===== config.mk =====
export PLATFORM = sky130hd
export DESIGN_NAME = receive_path_control
export DESIGN_NICKNAME = d
export VERILOG_FILES = /design/src/rx_path_pkg.sv /design/src/rx_channel.sv /design/src/receive_path_control.sv
export SDC_FILE = /design/constraint.sdc
export NUM_CORES = 1
export LEC_CHECK = 0
export BUFFER_PORTS_ARGS = -buffer_cell sky130_fd_sc_hd__buf_4
export CORE_MARGIN = 2
export CORE_UTILIZATION = 31
export DETAILED_ROUTE_END_ITERATION = 7
export PLACE_DENSITY = 0.48
export RECOVER_POWER = 100
export SYNTH_ARGS = -nofsm -noshare
export SYNTH_HDL_FRONTEND = slang
export SYNTH_SLANG_ARGS = --single-unit

===== constraint.sdc =====
create_clock -name i_clk -period 1.51 [get_ports i_clk]
set_input_delay 0 -clock i_clk [delete_from_list [all_inputs] [get_ports i_clk]]
set_output_delay 0 -clock i_clk [all_outputs]
set_load 0.01 [all_outputs]

===== src/rx_path_pkg.sv =====
// constants shared by the receive path control block
package rx_path_pkg;
  localparam int          CHANNELS_DEFAULT   = 14;
  localparam int          ADDR_W             = 8;
  localparam int          CLK_MHZ            = 20;
  localparam int          LINE_CLK_PERIOD_NS = 400;
  localparam int          MASTER_HALF_NS     = 200;
  localparam int          MASTER_HALF_CYCLES =
    (MASTER_HALF_NS * CLK_MHZ) / 1000;
  localparam int          LOS_HOLD_CYCLES    =
    (LINE_CLK_PERIOD_NS * CLK_MHZ + 999) / 1000;
  localparam logic [7:0]  REG_POWER          = 8'h00;
  localparam logic [7:0]  REG_TERM           = 8'h04;
  localparam logic [7:0]  REG_GLOBAL         = 8'h08;
  localparam logic [7:0]  REG_OVERFLOW       = 8'h0c;
  localparam logic [7:0]  REG_LOS            = 8'h10;
  localparam logic [7:0]  REG_IRQ_STATUS     = 8'h14;
  localparam logic [7:0]  REG_IRQ_MASK       = 8'h18;
  localparam int          GBIT_HANDOFF       = 0;
  localparam int          GBIT_EDGE          = 1;
  localparam int          GBIT_SINGLE        = 2;
  localparam int          GBIT_OVF_MODE      = 3;
  localparam int          IRQ_LOS            = 0;
  localparam int          IRQ_VIOLATION      = 1;
  localparam int          IRQ_OVERFLOW       = 2;
  localparam logic [3:0]  GLOBAL_RESET       = 4'h0;
  localparam logic [2:0]  IRQ_RESET          = 3'h0;
endpackage


===== src/rx_channel.sv =====
// one receive channel: line sampling, clock output, data and indications
module rx_channel (
  input  wire logic i_clk,
  input  wire logic i_reset,
  input  wire logic i_line_clk,
  input  wire logic i_line_pos,
  input  wire logic i_line_neg,
  input  wire logic i_line_los,
  input  wire logic i_code_violation_flag,
  input  wire logic i_violation_counter_overflow,
  input  wire logic i_master_clk,
  input  wire logic i_power_on,
  input  wire logic i_edge_sel,
  input  wire logic i_single_rail,
  input  wire logic i_ovf_mode,
  input  wire logic i_ovf_clear,
  output logic      o_rx_clk,
  output logic      o_pos,
  output logic      o_neg,
  output logic      o_los,
  output logic      o_ovf,
  output logic      o_cv_event,
  output logic      o_ovf_set
);
  typedef struct packed {
    logic [5:0] s1;
    logic [5:0] s2;
    logic       rx_clk;
    logic       pos;
    logic       neg;
    logic       los;
    logic       cv_pend;
    logic       ovf;
    logic       cv_event;
    logic       ovf_set;
  } chan_t;

  chan_t st;
  chan_t next_st;
  logic  use_master;
  logic  update;
  logic  violation;

  always_comb begin
    next_st = st;
    next_st.s1 = {i_violation_counter_overflow, i_code_violation_flag,
                  i_line_los, i_line_neg, i_line_pos, i_line_clk};
    next_st.s2 = st.s1;
    // lost signal or receiver off: fall back to master timing
    use_master = ~i_power_on | st.s2[3];
    // recovered clock follows the sampled line clock
    next_st.rx_clk = use_master ? i_master_clk : st.s2[0];
    // data moves only on the globally selected edge
    update = i_edge_sel ? (st.rx_clk & ~next_st.rx_clk)
                        : (~st.rx_clk & next_st.rx_clk);
    next_st.los = st.s2[3];
    // violations between two edges are remembered so none is missed
    next_st.cv_pend = (st.cv_pend | st.s2[4]) & i_power_on;
    // saturation sets, clear only drops it when no new set
    next_st.ovf = st.s2[5] | (st.ovf & ~i_ovf_clear);
    next_st.ovf_set = st.s2[5] & ~st.ovf;
    next_st.cv_event = 1'b0;
    violation = st.cv_pend | st.s2[4];
    if (update) begin
      next_st.cv_pend = 1'b0;
      next_st.cv_event = violation & i_power_on;
      if (!i_power_on) begin
        next_st.pos = 1'b0;
        next_st.neg = 1'b0;
      end else if (i_single_rail) begin
        next_st.pos = st.s2[1] | st.s2[2];
        // violation held for a full clock, overflow until reset
        next_st.neg = i_ovf_mode ? next_st.ovf : violation;
      end else begin
        next_st.pos = st.s2[1];
        next_st.neg = st.s2[2];
      end
    end
  end

  always_ff @(posedge i_clk) begin
    if (i_reset) begin
      st <= '0;
    end else begin
      st <= next_st;
    end
  end

  assign o_rx_clk   = st.rx_clk;
  assign o_pos      = st.pos;
  assign o_neg      = st.neg;
  assign o_los      = st.los;
  assign o_ovf      = st.ovf;
  assign o_cv_event = st.cv_event;
  assign o_ovf_set  = st.ovf_set;
endmodule


===== src/receive_path_control.sv =====
// receive path control: power, termination, loss summary, apb registers
// What this block does
// - all receivers start powered off after reset
// - with power pin high, each receiver follows its register bit
// - with power pin low, every receiver is forced off
// - after reset no termination is engaged, inputs are high impedance
// - per-channel register bits select termination by default
// - handoff bit set to one gives termination control to the pin
// - under pin control, high engages termination, low leaves it off
// - summary loss output rises on any channel loss, held one line clock
// - summary loss output stays high while any loss persists
// - each channel outputs a clock recovered from its line
// - absent signal or power pin low: clock runs from master timing
// - data changes on one global selected clock edge for all channels
// - dual rail: positive output carries positive pulse data
// - single rail: positive output carries decoded nrz data
// - dual rail: negative output carries negative pulse data
// - single rail violation mode: negative flags violations a clock
// - single rail overflow mode: negative high until counter reset
module receive_path_control #(
  parameter int CHANNELS = rx_path_pkg::CHANNELS_DEFAULT
) (
  input  wire logic                             i_clk,
  input  wire logic                             i_reset,
  input  wire logic                             i_psel,
  input  wire logic                             i_penable,
  input  wire logic                             i_pwrite,
  input  wire logic [rx_path_pkg::ADDR_W-1:0]   i_paddr,
  input  wire logic [31:0]                      i_pwdata,
  output logic      [31:0]                      o_prdata,
  output logic                                  o_pready,
  output logic                                  o_pslverr,
  input  wire logic                             i_receiver_power_pin,
  input  wire logic                             i_rx_termination_pin,
  input  wire logic [CHANNELS-1:0]              i_line_clk,
  input  wire logic [CHANNELS-1:0]              i_line_pos,
  input  wire logic [CHANNELS-1:0]              i_line_neg,
  input  wire logic [CHANNELS-1:0]              i_line_los,
  input  wire logic [CHANNELS-1:0]              i_code_violation_flag,
  input  wire logic [CHANNELS-1:0]              i_violation_counter_overflow,
  output logic      [CHANNELS-1:0]              o_rx_clk,
  output logic      [CHANNELS-1:0]              o_receive_positive_data,
  output logic      [CHANNELS-1:0]              o_receive_negative_data,
  output logic      [CHANNELS-1:0]              o_rx_power_on,
  output logic      [CHANNELS-1:0]              o_termination_on,
  output logic                                  o_loss_of_signal_summary,
  output logic                                  o_irq
);
  typedef struct packed {
    logic [1:0]          power_pin_sync;
    logic [1:0]          term_pin_sync;
    logic [CHANNELS-1:0] power_bits;
    logic [CHANNELS-1:0] term_bits;
    logic [CHANNELS-1:0] ovf_clear;
    logic [3:0]          global_ctrl;
    logic [2:0]          irq_status;
    logic [2:0]          irq_mask;
    logic [7:0]          mclk_cnt;
    logic                master_clk;
    logic [7:0]          hold_cnt;
    logic                los_out;
    logic [CHANNELS-1:0] rx_power;
    logic [CHANNELS-1:0] term_on;
    logic [31:0]         prdata;
    logic                pready;
    logic                pslverr;
    logic                irq;
  } top_t;

  localparam logic [7:0] MCLK_LAST =
    8'(rx_path_pkg::MASTER_HALF_CYCLES - 1);
  localparam logic [7:0] HOLD_LAST =
    8'(rx_path_pkg::LOS_HOLD_CYCLES - 1);

  top_t                st;
  top_t                next_st;
  logic [CHANNELS-1:0] ch_los;
  logic [CHANNELS-1:0] ch_ovf;
  logic [CHANNELS-1:0] ch_cv_event;
  logic [CHANNELS-1:0] ch_ovf_set;
  logic                any_los;
  logic                wr_done;
  logic [2:0]          irq_set;
  logic [31:0]         rd_word;
  logic                rd_hit;

  assign any_los = |ch_los;

  // the transfer completes at the access edge; pready is one cycle wide
  assign wr_done = i_psel & i_penable & st.pready & i_pwrite;

  always_comb begin
    rd_word = 32'h0000_0000;
    rd_hit  = 1'b1;
    case (i_paddr)
      rx_path_pkg::REG_POWER:      rd_word[CHANNELS-1:0] = st.power_bits;
      rx_path_pkg::REG_TERM:       rd_word[CHANNELS-1:0] = st.term_bits;
      rx_path_pkg::REG_GLOBAL:     rd_word[3:0] = st.global_ctrl;
      rx_path_pkg::REG_OVERFLOW:   rd_word[CHANNELS-1:0] = ch_ovf;
      rx_path_pkg::REG_LOS:        rd_word[CHANNELS-1:0] = ch_los;
      rx_path_pkg::REG_IRQ_STATUS: rd_word[2:0] = st.irq_status;
      rx_path_pkg::REG_IRQ_MASK:   rd_word[2:0] = st.irq_mask;
      default:                     rd_hit = 1'b0;
    endcase
  end

  always_comb begin
    next_st = st;
    // pins from outside: two flops before anything reads them
    next_st.power_pin_sync = {st.power_pin_sync[0], i_receiver_power_pin};
    next_st.term_pin_sync  = {st.term_pin_sync[0], i_rx_termination_pin};

    // apb slave: answer prepared during setup, shown in the access phase
    next_st.pready  = i_psel & ~i_penable & ~st.pready;
    next_st.pslverr = 1'b0;
    if (i_psel && !i_penable && !st.pready) begin
      next_st.prdata  = i_pwrite ? 32'h0000_0000 : rd_word;
      next_st.pslverr = ~rd_hit;
    end

    next_st.ovf_clear = '0;
    irq_set = 3'h0;
    irq_set[rx_path_pkg::IRQ_LOS]       = any_los & ~st.los_out;
    irq_set[rx_path_pkg::IRQ_VIOLATION] = |ch_cv_event;
    irq_set[rx_path_pkg::IRQ_OVERFLOW]  = |ch_ovf_set;
    next_st.irq_status = st.irq_status;

    if (wr_done) begin
      case (i_paddr)
        rx_path_pkg::REG_POWER:
          next_st.power_bits = i_pwdata[CHANNELS-1:0];
        rx_path_pkg::REG_TERM:
          next_st.term_bits = i_pwdata[CHANNELS-1:0];
        rx_path_pkg::REG_GLOBAL:
          next_st.global_ctrl = i_pwdata[3:0];
        rx_path_pkg::REG_OVERFLOW:
          next_st.ovf_clear = i_pwdata[CHANNELS-1:0];
        rx_path_pkg::REG_IRQ_STATUS:
          next_st.irq_status = st.irq_status & ~i_pwdata[2:0];
        rx_path_pkg::REG_IRQ_MASK:
          next_st.irq_mask = i_pwdata[2:0];
        default: begin
        end
      endcase
    end
    // a new event in the clearing cycle survives the clear
    next_st.irq_status = next_st.irq_status | irq_set;
    next_st.irq = |(next_st.irq_status & next_st.irq_mask);

    // effective receiver power: pin gates the per-channel bits
    if (st.power_pin_sync[1]) begin
      next_st.rx_power = st.power_bits;
    end else begin
      next_st.rx_power = '0;
    end

    // termination source: register bits unless handed to the pin
    if (!st.global_ctrl[rx_path_pkg::GBIT_HANDOFF]) begin
      next_st.term_on = st.term_bits;
    end else if (st.term_pin_sync[1]) begin
      next_st.term_on = '1;
    end else begin
      next_st.term_on = '0;
    end

    // internal master clock, free running from the system clock
    if (st.mclk_cnt == MCLK_LAST) begin
      next_st.mclk_cnt   = 8'h00;
      next_st.master_clk = ~st.master_clk;
    end else begin
      next_st.mclk_cnt = st.mclk_cnt + 8'h01;
    end

    // summary loss: held for at least one line clock period
    if (any_los) begin
      next_st.los_out  = 1'b1;
      next_st.hold_cnt = st.los_out ? st.hold_cnt : HOLD_LAST;
      if (st.los_out && st.hold_cnt != 8'h00) begin
        next_st.hold_cnt = st.hold_cnt - 8'h01;
      end
    end else if (st.los_out && st.hold_cnt != 8'h00) begin
      next_st.hold_cnt = st.hold_cnt - 8'h01;
    end else begin
      next_st.los_out  = 1'b0;
      next_st.hold_cnt = 8'h00;
    end
  end

  // reset leaves all receivers off and unterminated
  always_ff @(posedge i_clk) begin
    if (i_reset) begin
      st             <= '0;
      st.global_ctrl <= rx_path_pkg::GLOBAL_RESET;
      st.irq_mask    <= rx_path_pkg::IRQ_RESET;
    end else begin
      st <= next_st;
    end
  end

  // channel slices: each samples its own line clock and power bit, all share the global settings
  for (genvar c = 0; c < CHANNELS; c++) begin : g_ch
    rx_channel u_ch (
      .i_clk                        (i_clk),
      .i_reset                      (i_reset),
      .i_line_clk                   (i_line_clk[c]),
      .i_line_pos                   (i_line_pos[c]),
      .i_line_neg                   (i_line_neg[c]),
      .i_line_los                   (i_line_los[c]),
      .i_code_violation_flag        (i_code_violation_flag[c]),
      .i_violation_counter_overflow (i_violation_counter_overflow[c]),
      .i_master_clk                 (st.master_clk),
      .i_power_on                   (st.rx_power[c]),
      .i_edge_sel     (st.global_ctrl[rx_path_pkg::GBIT_EDGE]),
      .i_single_rail  (st.global_ctrl[rx_path_pkg::GBIT_SINGLE]),
      .i_ovf_mode     (st.global_ctrl[rx_path_pkg::GBIT_OVF_MODE]),
      .i_ovf_clear                  (st.ovf_clear[c]),
      .o_rx_clk                     (o_rx_clk[c]),
      .o_pos                        (o_receive_positive_data[c]),
      .o_neg                        (o_receive_negative_data[c]),
      .o_los                        (ch_los[c]),
      .o_ovf                        (ch_ovf[c]),
      .o_cv_event                   (ch_cv_event[c]),
      .o_ovf_set                    (ch_ovf_set[c])
    );
  end

  assign o_prdata                 = st.prdata;
  assign o_pready                 = st.pready;
  assign o_pslverr                = st.pslverr;
  assign o_rx_power_on            = st.rx_power;
  assign o_termination_on         = st.term_on;
  assign o_loss_of_signal_summary = st.los_out;
  assign o_irq                    = st.irq;
endmodule


== Word-level counts from Yosys, hierarchy flattened ==
Cells that the tools add are included.

* Register bits: 417
* Output and inout port bits: 106
* Input port bits: 131
* Logic and storage cells: 530

* Muxes and demuxes: 85
* Reduce and logical (&&, ||, !) cells: 47
* Bitwise operators: 229
* Add/sub/neg operators: 2
* Eq/ne operators: 9

{| class="wikitable"
|+ Operators with widths
! cell !! count
|-
| 1-bit NOT || 93
|-
| 1-bit AND || 76
|-
| 2-bit OR reduction || 31
|-
| 2-bit 2-to-1 mux || 28
|-
| 1-bit bitwise OR || 56
|-
| 1-bit 2-to-1 mux || 44
|-
| 14-bit 2-to-1 mux || 3
|-
| 14-bit OR reduction || 3
|-
| 10-bit case mux with 4 select lines || 1
|-
| 8-bit by 5-bit == test with 1-bit output, second input constant || 3
|-
| 8-bit 2-to-1 mux || 3
|-
| 3-bit case mux with 7 select lines || 1
|-
| 8-bit by 4-bit == test with 1-bit output, second input constant || 2
|-
| 9-bit 2-to-1 mux || 1
|-
| 8-bit by 1-bit adder with 8-bit output, second input constant || 1
|-
| 8-bit by 2-bit == test with 1-bit output, second input constant || 1
|-
| 8-bit by 3-bit == test with 1-bit output, second input constant || 1
|-
| 8-bit zero test || 1
|-
| 8-bit nonzero test || 1
|-
| 8-bit by 1-bit subtractor with 8-bit output, second input constant || 1
|-
| 7-bit OR reduction || 1
|-
| 3-bit AND || 2
|-
| 3-bit 2-to-1 mux || 2
|-
| 6-bit 2-to-1 mux || 1
|-
| other kinds (9) || 15
|}

== Logic depth before layout (Yosys ltp) ==
Gate-level depths: netlist of run 1.

* Depth in word-level cells: 8
* Mapped depth: 8
* Depth with buffers taken out: 7

== Hierarchy ==
A second synthesis of run 1 with hierarchy kept.

* Cells, all modules: 1,361
* Area, all modules: 14,380.0 um^2

{| class="wikitable"
|+ Modules (own cells, without submodules)
! module !! sequential area each (um^2) !! cells each !! area an instance (um^2) !! instances
|-
| rx_channel || 400.4 || 58 || 660.6 || 14
|-
| receive_path_control || 2,382.3 || 549 || 5,131.2 || 1
|}

== Least setup slack after synthesis of run 1 ==
No wires, ideal clock.

* Path kind: reg-to-reg
* From: register st, in the netlist o_pready
* To: register st, in the netlist o_prdata[1]
* Setup time: 67 ps
* Setup slack: -187 ps
* Buffers on the path: 1
* Arrival time: 1,629 ps
* Period minus slack after synthesis: 1,697 ps
* Data required time: 1,443 ps
* Stages on the path, launching flop included: 6
* Cells stage by stage: dfxtp_1 > or3b_1 > clkbuf_2 > or4_1 > a31o_1 > a21oi_2

* Longest elaborated chain between the ends: 2

{| class="wikitable"
|+ RTL lines
! element !! line !! text
|-
| start: declaration || receive_path_control.sv:75 || <nowiki>top_t st;</nowiki>
|-
| start signal: assignment || receive_path_control.sv:196 || <nowiki>st <= next_st;</nowiki>
|-
| 1-bit zero test || receive_path_control.sv:116 || <nowiki>if (i_psel && !i_penable && !st.pready) begin</nowiki>
|-
| 1-bit logical AND || receive_path_control.sv:116 ||
|}

Every way passes these cells.
A chain may end at the register's enable or synchronous reset.

== Worst setup path in the final report of run 1 ==
* From: register st, in the netlist o_rx_power_on[5]
* To: register g_ch[5].u_ch.st, in the netlist g_ch[5].u_ch.o_pos

* Longest elaborated chain between the ends: 6
* Elaborated cells between the ends (all ways): 8
* Those cells by class: 3 x mux; 5 x bitwise

{| class="wikitable"
|+ RTL lines
! element !! line !! text
|-
| 1-bit NOT || rx_channel.sv:50 || <nowiki>use_master = ~i_power_on | st.s2[3];</nowiki>
|-
| 1-bit bitwise OR || rx_channel.sv:50 ||
|-
| 1-bit 2-to-1 mux || rx_channel.sv:52 || <nowiki>next_st.rx_clk = use_master ? i_master_clk : st.s2[0];</nowiki>
|-
| 1-bit NOT || rx_channel.sv:54 || <nowiki>update = i_edge_sel ? (st.rx_clk & ~next_st.rx_clk)</nowiki>
|-
| 1-bit AND || rx_channel.sv:54 ||
|-
| 1-bit 2-to-1 mux || rx_channel.sv:54 ||
|-
| end signal: assignment || rx_channel.sv:85 || <nowiki>st <= next_st;</nowiki>
|-
| end: declaration || rx_channel.sv:38 || <nowiki>chan_t st;</nowiki>
|}

Several ways; a longest one is shown, not always the timed one.

==> flow_metrics.py, run 1 <==
metrics = {
    "place": {
        "place.gp.congestion": 0.8137,
        "place_ws_ns": -0.2314,
        "io_buffers": 200,
        "dp.cells": 2127,
        "hpwlAfterDp_um": 26460,
    },
    "setup_path": {
        "cp_data_required_time_ns": 1.99,
        "cp_max_fo": 3,
        "arrival_ns": 2.13,
        "startpoint_type": "flop",
        "ff2ff_path_depth": 5,
        "crit_path_end_kind": "flop",
        "rr_endpoint": "g_ch[5].u_ch.o_pos",
        "r2r-start": "o_rx_power_on[5]",
        "r2r_slack_ns": -0.13,
        "crit_type": "reg2reg",
    },
    "die": {
        "row_count": 78,
        "fp.dieH_um": 217.7,
        "die_x_um": 217.7,
        "die_area_um2": 47380,
        "initial_core_util": 0.3132,
        "core_um2": 45190,
        "ioPinCount": 237,
    },
    "synth": {
        "yosysUniqueCellTypes": 60,
        "ys_ff_latch": 399,
        "ys_seq_area_frac": 0.5644,
        "synth_ff_type": "dfxtp_1",
        "yosysWarnings": 0,
        "synth-async-reset-ratio": 0,
        "netlist_instances": 1398,
        "synth-edff-count": 0,
        "syn_avg_cell_area_um2": 10.12,
        "synth_area_um2": 14150,
    },
    "sta": {
        "final_max_slew_viol_count": 0,
        "setup_ws_ns": -0.1326,
        "setup_viol": 57,
        "whs_ns": 0.05387,
        "rsz0062_at_grt": "true",
        "tightestPinTransition_ns": 0.9602,
        "final.period_utilization": 1.088,
        "hold_viol": 0,
        "clock.fmax_mhz": 608.8,
        "max_slew_margin": 0.3598,
        "finClkSkew_ns": 0.01720,
        "finalCriticalPeriod_ns": 1.643,
    },
    "layout": {
        "area_growth_pct": 36.07,
        "nets": 1865,
        "layout-drive-gt1-share": 0.2308,
        "final_cells": 2359,
        "fillers": 4399,
        "insertedDiodeCount": 0,
    },
    "pwr": {
        "ir_drop_mv": 0.7583,
        "p_seq_frac": 0.465,
        "p_switching_mw": 5.336,
        "p_sw_frac": 0.2245,
        "intPower_mw": 18.43,
        "total_power_mw": 23.76,
        "clkPwrFrac": 0.456,
        "comb_power_share": 0.079,
        "p_per_area_nw_per_um2": 1234,
        "p_leak_nw": 7.534,
    },
    "route": {
        "wl_met1_um": 18490,
        "routed.top_layer": "met4",
        "drt_first_pass_iters": 4,
        "num_vias": 10349,
        "dr_wl_met2_um": 17140,
        "routed_wl_um": 38630,
        "vias_per_cell": 4.387,
        "post_drt_wl_per_cell_um": 16.38,
        "route.detailed.drc": 0,
        "first_iter_violations": 544,
        "dr_wl_met3_um": 1956,
        "antenna_left": 0,
    },
    "grt": {
        "grt_max_degree": 116,
        "grt_usage": 0.1582,
        "gr-total-overflow": 0,
        "antenna_found_initial": 0,
        "grt_pass1_vias": 10269,
        "grt_pass1_wl_um": 57680,
    },
    "job": {
        "cap_violations": 0,
    },
    "run_status": {
        "violations": "negative setup slack",
        "status": "complete, but fails checks",
    },
    "hold_path": {
        "worstHoldEndpoint": "st[132]",
        "min_from": "i_paddr[3]",
        "hold_depth": 5,
        "hold_class": "in2reg",
    },
    "clock_tree": {
        "cts_buffers": 45,
        "root_buffer": "clkbuf_16",
        "htree_levels": 2,
        "cts.sinks": 399,
        "tritoncts": "built",
        "insertion_delay_ns": 0.57,
        "cts_buffer_depth": 3,
        "clk_pin_slew_ns": 0.06,
    },
}
-- registers in the layout, summed over array words and instances, names as in the netlist, 2 cells and up --
signal,cells
g_ch.u_ch.o_rx_clk,14
g_ch.u_ch.st,84
g_ch.u_ch.o_ovf_set,14
o_rx_power_on,14
g_ch.u_ch.o_cv_event,14
o_prdata,14
next_st,2
g_ch.u_ch.next_st,98
g_ch.u_ch.o_pos,14
g_ch.u_ch.o_neg,14
g_ch.u_ch.o_los,14
st,71
g_ch.u_ch.o_ovf,14
o_termination_on,14
-- power groups by stage --
stage | sequential [mW] | clock [mW] | combinational (mW)
after global routing | 11.1 | 11.6 | 2.06
after floorplan | 11.2 | 0 | 0.925
after global placement | 11.3 | 0 | 1.49
final | 11.0 | 10.8 | 1.88
after CTS | 11.0 | 11.2 | 1.84
after detailed placement | 11.3 | 0 | 1.50
-- worst max path at each step --
stage                     start  cells after the start  slack, ns                      end
2_1_floorplan          o_pready                      5      -0.15              o_prdata[1]
3_3_place_gp   o_rx_power_on[7]                      5      -0.26  g_ch[7].u_ch.o_cv_event
3_5_place_dp   o_rx_power_on[7]                      5      -0.23  g_ch[7].u_ch.o_cv_event
4_1_cts                  st[67]                      6      -0.11                   st[64]
5_1_grt                  st[67]                      6      -0.19                   st[65]
6_report       o_rx_power_on[5]                      5      -0.13       g_ch[5].u_ch.o_pos
-- through the flow --
step | area (µm²) | TNS, ns | util
after floorplan | 14230 | -0.4853 | -
final | 19260 | -2.600 | 0.4262
after global placement | 16140 | -2.779 | 0.3573
after global routing | 19260 | -10.26 | 0.4262
after detailed placement | 16140 | -3.808 | 0.3573
after CTS | 19110 | -0.4905 | 0.4230
-- cell type report --
class,instances,area (µm²),share of cell area
Inverter,21,78.83,0.004093
Clock inverter,18,220.2,0.01143
Tap cell,600,750.7,0.03898
Sequential cell,399,8001,0.4155
Clock buffer,57,1251,0.06497
Timing Repair Buffer,439,3456,0.1794
Multi-Input combinational cell,825,5500,0.2856
-- per-layer routing --
layer	GRT usage	vias up
met3	0.03250	57
li1	-	5200
met2	0.2477	212
met4	0.06005	0
met5	0	-
met1	0.2139	4880
-- synth_stat cells (2+ instances only) --
library cell	n	share of area
a21oi_1	90	0.032
a221oi_1	11	0.0068
a22o_1	11	0.0068
a32oi_1	2	0.0012
and2_1	28	0.012
and3_1	3	0.0013
and3b_1	2	0.0012
and4_1	3	0.0019
and4b_1	2	0.0014
buf_1	4	0.0011
buf_2	9	0.0032
buf_4	103	0.055
buf_6	3	0.0024
clkbuf_1	51	0.014
dfxtp_1	399	0.56
ha_1	3	0.0027
inv_1	21	0.0056
mux2i_1	55	0.039
mux4_2	2	0.0032
nand2_1	74	0.020
nand2b_1	18	0.0080
nand3_1	18	0.0064
nand3b_1	14	0.0074
nand4_1	4	0.0018
nor2_1	104	0.028
nor2b_1	204	0.090
nor3_1	21	0.0074
nor3_2	2	0.0014
nor3b_1	14	0.0074
nor4_1	10	0.0044
nor4b_1	15	0.0093
o21a_1	2	0.0011
o21ai_0	12	0.0042
o22ai_1	2	0.00088
o2bb2ai_1	28	0.017
or2_2	15	0.0066
or3_1	4	0.0018
or4_1	3	0.0016
xnor2_1	6	0.0037
xor2_1	6	0.0037
-- cell families after synthesis --
logic type | synth area share
flops | 0.5644
buf+inv | 0.08071
other cells | 0.0002650
simple gates | 0.2245
compound gates | 0.07806
fa+ha+maj | 0.002652
mux | 0.04208
xor+xnor | 0.007426
-- what timing repair did --
action,CTS,global route
resized for setup,43,113
cloned,1,3
endpoints found under the hold margin,204,0
setup buffers,15,14
endpoints found under the setup margin,42,87
hold buffers,124,0
pin swaps,24,38
-- critical path, cell delays in order, from the launching register on --
cell and delay (ns):
dfxtp_1 0.37, nor2b_4 0.16, mux2i_1 0.40, mux2i_4 0.32, nand3b_1 0.15, o2bb2ai_1 0.16
-- layout by cell type, fill, tap and decap left out, types with 23 or more instances in the layout --
master         count
a21oi_1           89
buf_4            215
clkbuf_1          84
clkbuf_16         47
dfxtp_1          390
dlygate4sd3_1    124
mux2i_1           42
nand2_1           71
nor2_1            94
nor2b_1          189
o2bb2ai_1         23
Power figures use the tool's default switching activity.
==> inputs of run 2 (changes only) <==
- CORE_MARGIN: 2 -> 8
- CORE_UTILIZATION: 31 -> 50
- PLACE_DENSITY: 0.48 -> 0.72
==> run 2 against run 1 <==
The run still ends with negative setup slack left. Die area fell by 28%. Register-to-register slack got worse by 0.02 ns. Clock skew fell by 0.0050 ns. Sequential share of layout area rose by 0.60 points. Critical path type unchanged.
==> flow_metrics.py, run 2 (same netlist as run 1, synthesis figures left out) <==
metrics = {
    "layout": {
        "final_cells": 2120,
        "mostFrequentLayoutCells": "dfxtp_1 (392), buf_4 (243), nor2b_1 (189)",
        "layout-drive-gt1-share": 0.2532,
        "largest_reg_flops": 98,
        "final_common_cell": "dfxtp_1",
        "final_util": 0.6810,
        "finalInstanceArea_um2": 18970,
        "nets": 1844,
        "area_growth_pct": 34.04,
        "insertedDiodeCount": 0,
    },
    "pwr": {
        "p_leak_nw": 7.555,
        "p_per_area_nw_per_um2": 1245,
        "p_seq_frac": 0.468,
        "p_sw_frac": 0.2168,
        "intPower_mw": 18.49,
        "p_switching_mw": 5.120,
        "ir_drop_mv": 0.7770,
        "clkPwrFrac": 0.449,
        "total_power_mw": 23.61,
        "comb_power_share": 0.084,
    },
    "clock_tree": {
        "cts_buffers": 40,
        "cts_buffer_depth": 3,
        "root_buffer": "clkbuf_16",
        "insertion_delay_ns": 0.52,
        "cts.sinks": 399,
        "tritoncts": "built",
        "clk_pin_slew_ns": 0.06,
        "htree_levels": 2,
    },
    "die": {
        "initial_core_util": 0.5081,
        "die_area_um2": 33950,
        "fp.dieH_um": 184.2,
        "core_um2": 27860,
        "ioPinCount": 237,
        "row_count": 61,
        "die_x_um": 184.2,
    },
    "setup_path": {
        "cp_top_family": "simple AND/OR/NAND/NOR gates",
        "crit_type": "reg2reg",
        "r2r-start": "st[67]",
        "crit_buf_inv": 1,
        "arrival_ns": 2.06,
        "cp_slowest_stage_delay_ns": 0.55,
        "startpoint_type": "flop",
        "crit_slowest_cell": "or4_4",
        "path_cells": "or4_4, o41ai_4, buf_4, nor2_2, a21oi_2, nor2_1",
        "crit_path_end_kind": "flop",
        "cp_max_fo": 5,
        "worstSetupStartpoint": "st[67]",
        "cp_data_required_time_ns": 1.90,
    },
    "run_status": {
        "status": "complete, but fails checks",
        "violations": "negative setup slack",
    },
    "place": {
        "place.gp.congestion": 0.8764,
        "place_ws_ns": -0.2463,
        "place_area_um2": 15780,
        "dp.cells": 1889,
        "hpwlAfterDp_um": 23160,
        "io_buffers": 200,
    },
    "grt": {
        "grt_max_degree": 96,
        "gr-total-overflow": 0,
        "grt_pass1_vias": 10131,
        "grt_pass1_wl_um": 54010,
        "grt_usage": 0.1995,
        "antenna_found_initial": 1,
    },
    "route": {
        "route.detailed.drc": 0,
        "vias_per_cell": 4.920,
        "routed_wl_um": 36230,
        "post_drt_wl_per_cell_um": 17.09,
        "drt_first_pass_iters": 5,
        "antenna_left": 0,
        "num_vias": 10431,
        "first_iter_violations": 710,
    },
    "hold_path": {
        "hold_class": "in2reg",
        "min_from": "i_paddr[3]",
    },
    "sta": {
        "max_slew_margin": 0.4644,
        "setup_ws_ns": -0.1549,
        "finalCriticalPeriod_ns": 1.665,
        "final_max_slew_viol_count": 0,
        "final.period_utilization": 1.103,
        "finClkSkew_ns": 0.01222,
        "hold_viol": 0,
        "setup_tns_ns": -2.339,
        "tightestPinTransition_ns": 0.8018,
        "rsz0062_at_grt": "true",
        "setup_viol": 51,
        "clock.fmax_mhz": 600.6,
        "whs_ns": 0.09932,
    },
    "job": {
        "cap_violations": 0,
    },
}
## run 2: final timing paths
check	slack (ns)	end	cells past startpoint
max	-0.15	st[65]	6
max reg2reg	-0.15	st[65]	6
min reg2reg	0.43	g_ch[1].u_ch.st[13]	1
min	0.1	st[132]	5
## run 2: area by class of cell
| cell class | instances | area, µm² |
|---|---|---|
| fill | 2079 | 8886 |
| clock inverter | 18 | 261.5 |
| clock buffer | 56 | 1192 |
| sequential | 399 | 7996 |
| inverter | 21 | 78.83 |
| multi-input combinational | 825 | 5540 |
| tap | 378 | 473.0 |
| timing repair buffer | 423 | 3430 |
## run 2: worst register-to-register path: stages (launching register included)
cell and delay, ns:
dfxtp_2 0.32, or4_4 0.55, o41ai_4 0.26, buf_4 0.21, nor2_2 0.05, a21oi_2 0.11, nor2_1 0.05
## run 2: power by group through the flow
stage               logic, mW  registers (mW)  clock network, mW
finish                   1.97            11.0               10.6
global route             2.14            11.1               11.2
CTS                      1.86            11.0               10.8
detailed placement       1.44            11.2                  0
global placement         1.41            11.2                  0
floorplan               0.925            11.2                  0
## run 2: metal layers
metal	part of all wire	routed length, µm	vias to the layer above	track usage
li1	-	-	5157	-
met1	0.44	15950	4863	0.2629
met2	0.46	16740	343	0.3137
met3	0.069	2493	66	0.04962
met4	0.029	1034	2	0.07196
met5	0.00022	8	-	0
## run 2: repair_timing
| action | 4_1_cts | 5_1_grt |
|---|---|---|
| hold buffers | 117 | 0 |
| gates cloned | 1 | 0 |
| pin swaps | 22 | 28 |
| hold endpoints to repair | 170 | 0 |
| setup endpoints to repair | 59 | 90 |
| buffers inserted | 30 | 11 |
| gates resized for setup | 49 | 95 |
==> inputs of run 3 (changes only) <==
- PLACE_DENSITY: 0.72 -> 0.75
==> run 3 against run 2 <==
Global-route usage about the same. Largest power group unchanged. Routed wire length is 0.82% lower. First-iteration DRC count is 14% lower. Largest cell class unchanged. Non-clock buffer count is 29 lower. Maximum frequency up 1.1%. Clock power decreased by 6%. Sequential power about the same. Combinational power fell by 4%. Cell count decreased by 1.4%. The run still ends with negative setup slack left.
==> flow_metrics.py, run 3 (same netlist as run 1, synthesis figures left out) <==
metrics = {
    "run_status": {
        "status": "complete, but fails checks",
        "violations": "negative setup slack",
    },
    "place": {
        "io_buffers": 200,
        "hpwlAfterDp_um": 23510,
        "place.gp.congestion": 0.8374,
    },
    "route": {
        "wl_met1_um": 16090,
        "route.detailed.drc": 0,
        "dr_wl_met2_um": 16510,
        "drt_first_pass_iters": 5,
        "routed.top_layer": "met4",
        "antenna_left": 0,
        "post_drt_wl_per_cell_um": 17.19,
        "vias_per_cell": 4.902,
        "first_iter_violations": 608,
        "routed_wl_um": 35930,
        "num_vias": 10246,
        "dr_wl_met3_um": 2109,
    },
    "sta": {
        "finalCriticalPeriod_ns": 1.647,
        "tightestPinTransition_ns": 0.7861,
        "rsz0062_at_grt": "true",
        "max_slew_margin": 0.4748,
        "setup_ws_ns": -0.1372,
        "final.period_utilization": 1.091,
        "hold_viol": 0,
        "setup_tns_ns": -3.118,
        "final_max_slew_viol_count": 0,
        "finClkSkew_ns": 0.008563,
        "setup_viol": 74,
        "clock.fmax_mhz": 607.1,
    },
    "grt": {
        "gr-total-overflow": 0,
        "antenna_found_initial": 1,
        "grt_usage": 0.1998,
        "grt_pass1_vias": 10242,
        "grt_pass1_wl_um": 54360,
        "grt_max_degree": 87,
    },
    "clock_tree": {
        "cts_buffers": 40,
        "insertion_delay_ns": 0.52,
        "root_buffer": "clkbuf_16",
        "cts.sinks": 399,
        "tritoncts": "built",
        "htree_levels": 2,
        "clk_pin_slew_ns": 0.06,
        "cts_buffer_depth": 3,
    },
    "setup_path": {
        "cp_data_required_time_ns": 1.92,
        "arrival_ns": 2.06,
        "path_depth": 6,
        "ff2ff_path_depth": 6,
        "startpoint_type": "flop",
        "cp_max_fo": 6,
        "cp_slowest_stage_delay_ns": 0.56,
        "crit_buf_inv": 1,
        "cp_top_family": "simple AND/OR/NAND/NOR gates",
        "path_cells": "or4_4, o41ai_4, buf_4, nor2_1, a21oi_1, nor2_1",
        "crit_type": "reg2reg",
        "cp_common_cell": "nor2_1",
        "crit_path_end_kind": "flop",
        "crit_slowest_cell": "or4_4",
    },
    "layout": {
        "nets": 1815,
        "seqCellArea_um2": 7998,
        "multi_input_area_um2": 5474,
        "fillers": 2123,
        "largest_reg_flops": 98,
        "layout-drive-gt1-share": 0.2145,
        "area_growth_pct": 30.16,
        "mostFrequentLayoutCells": "dfxtp_1 (391), buf_4 (192), nor2b_1 (190)",
        "final_common_cell": "dfxtp_1",
    },
    "pwr": {
        "comb_power_share": 0.083,
        "ir_drop_mv": 0.9982,
        "p_switching_mw": 5.048,
        "p_sw_frac": 0.2206,
        "clkPwrFrac": 0.434,
        "intPower_mw": 17.84,
        "p_leak_nw": 7.250,
        "total_power_mw": 22.89,
        "p_seq_frac": 0.483,
        "p_per_area_nw_per_um2": 1242,
    },
    "die": {
        "row_count": 61,
        "die_area_um2": 33950,
        "die_x_um": 184.2,
        "fp.dieH_um": 184.2,
        "core_um2": 27860,
        "initial_core_util": 0.5081,
        "ioPinCount": 237,
    },
    "hold_path": {
        "hold_class": "in2reg",
        "hold_depth": 6,
    },
    "job": {
        "cap_violations": 0,
    },
}
[run 3: cell types whose count changed in the layout (fill, tap and decap cells not counted), sizes merged]
cell	previous run	this run
clkbuf	106	141
clkinvlp	4	0
bufinv	6	3
or3	6	5
dlygate4sd3	117	107
diode	0	1
buf	256	206
and2	29	30
clkinv	6	7
[run 3: worst paths after layout]
path	from	end	slack, ns
min	i_paddr[6]	st[85]	0.02
min reg2reg	g_ch[13].u_ch.next_st[13]	g_ch[13].u_ch.st[13]	0.43
max reg2reg	st[67]	st[64]	-0.14
max	st[67]	st[64]	-0.14
[run 3: stage by stage]
stage	hold slack (ns)	std cells	area, µm²	worst slack, ns	util
global placement	0.2092	1886	15740	-0.1961	0.5649
detailed placement	0.2142	1886	15740	-0.2243	0.5649
finish	0.01700	2090	18420	-0.1372	0.6613
global route	0.06490	2090	18420	-0.1983	0.6613
CTS	0.003600	2078	18330	-0.1276	0.6578
floorplan	0.1217	1415	14230	-0.1506	-
[run 3: power by group through the flow]
stage               Clock [mW]  Combinational [mW]  Sequential, mW
floorplan                    0               0.925            11.2
CTS                       10.1                1.74            11.0
detailed placement           0                1.44            11.3
finish                    9.94                1.90            11.0
global placement             0                1.40            11.2
global route              10.5                2.07            11.1
[run 3: area by class of cell]
class | count | area share
clock buffer | 60 | 0.06445
inverter | 21 | 0.004279
antenna | 1 | 0.0001358
clock inverter | 12 | 0.007946
tap | 378 | 0.02567
sequential | 399 | 0.4341
timing repair buffer | 394 | 0.1663
multi-input combinational | 825 | 0.2971
[run 3: routing by layer]
metal  GRT usage  vias up
met5           0        -
met4     0.08325        0
met3     0.04410       75
met2      0.3174      290
met1      0.2601     4780
li1            -     5101
[run 3: worst min-delay path, delay by kind of cell]
| family | cells | cell delay, ns |
|---|---|---|
| buf+inv | 2 | 0.23 |
| simple gates | 3 | 0.19 |
| compound gates | 1 | 0.08 |
[run 3: repair_timing]
item	4_1_cts	5_1_grt
gates resized for setup	23	101
cloned	0	2
hold buffers	107	0
setup endpoints to repair	61	114
endpoints found under the hold margin	160	0
pin swaps	14	34
buffers inserted	13	10
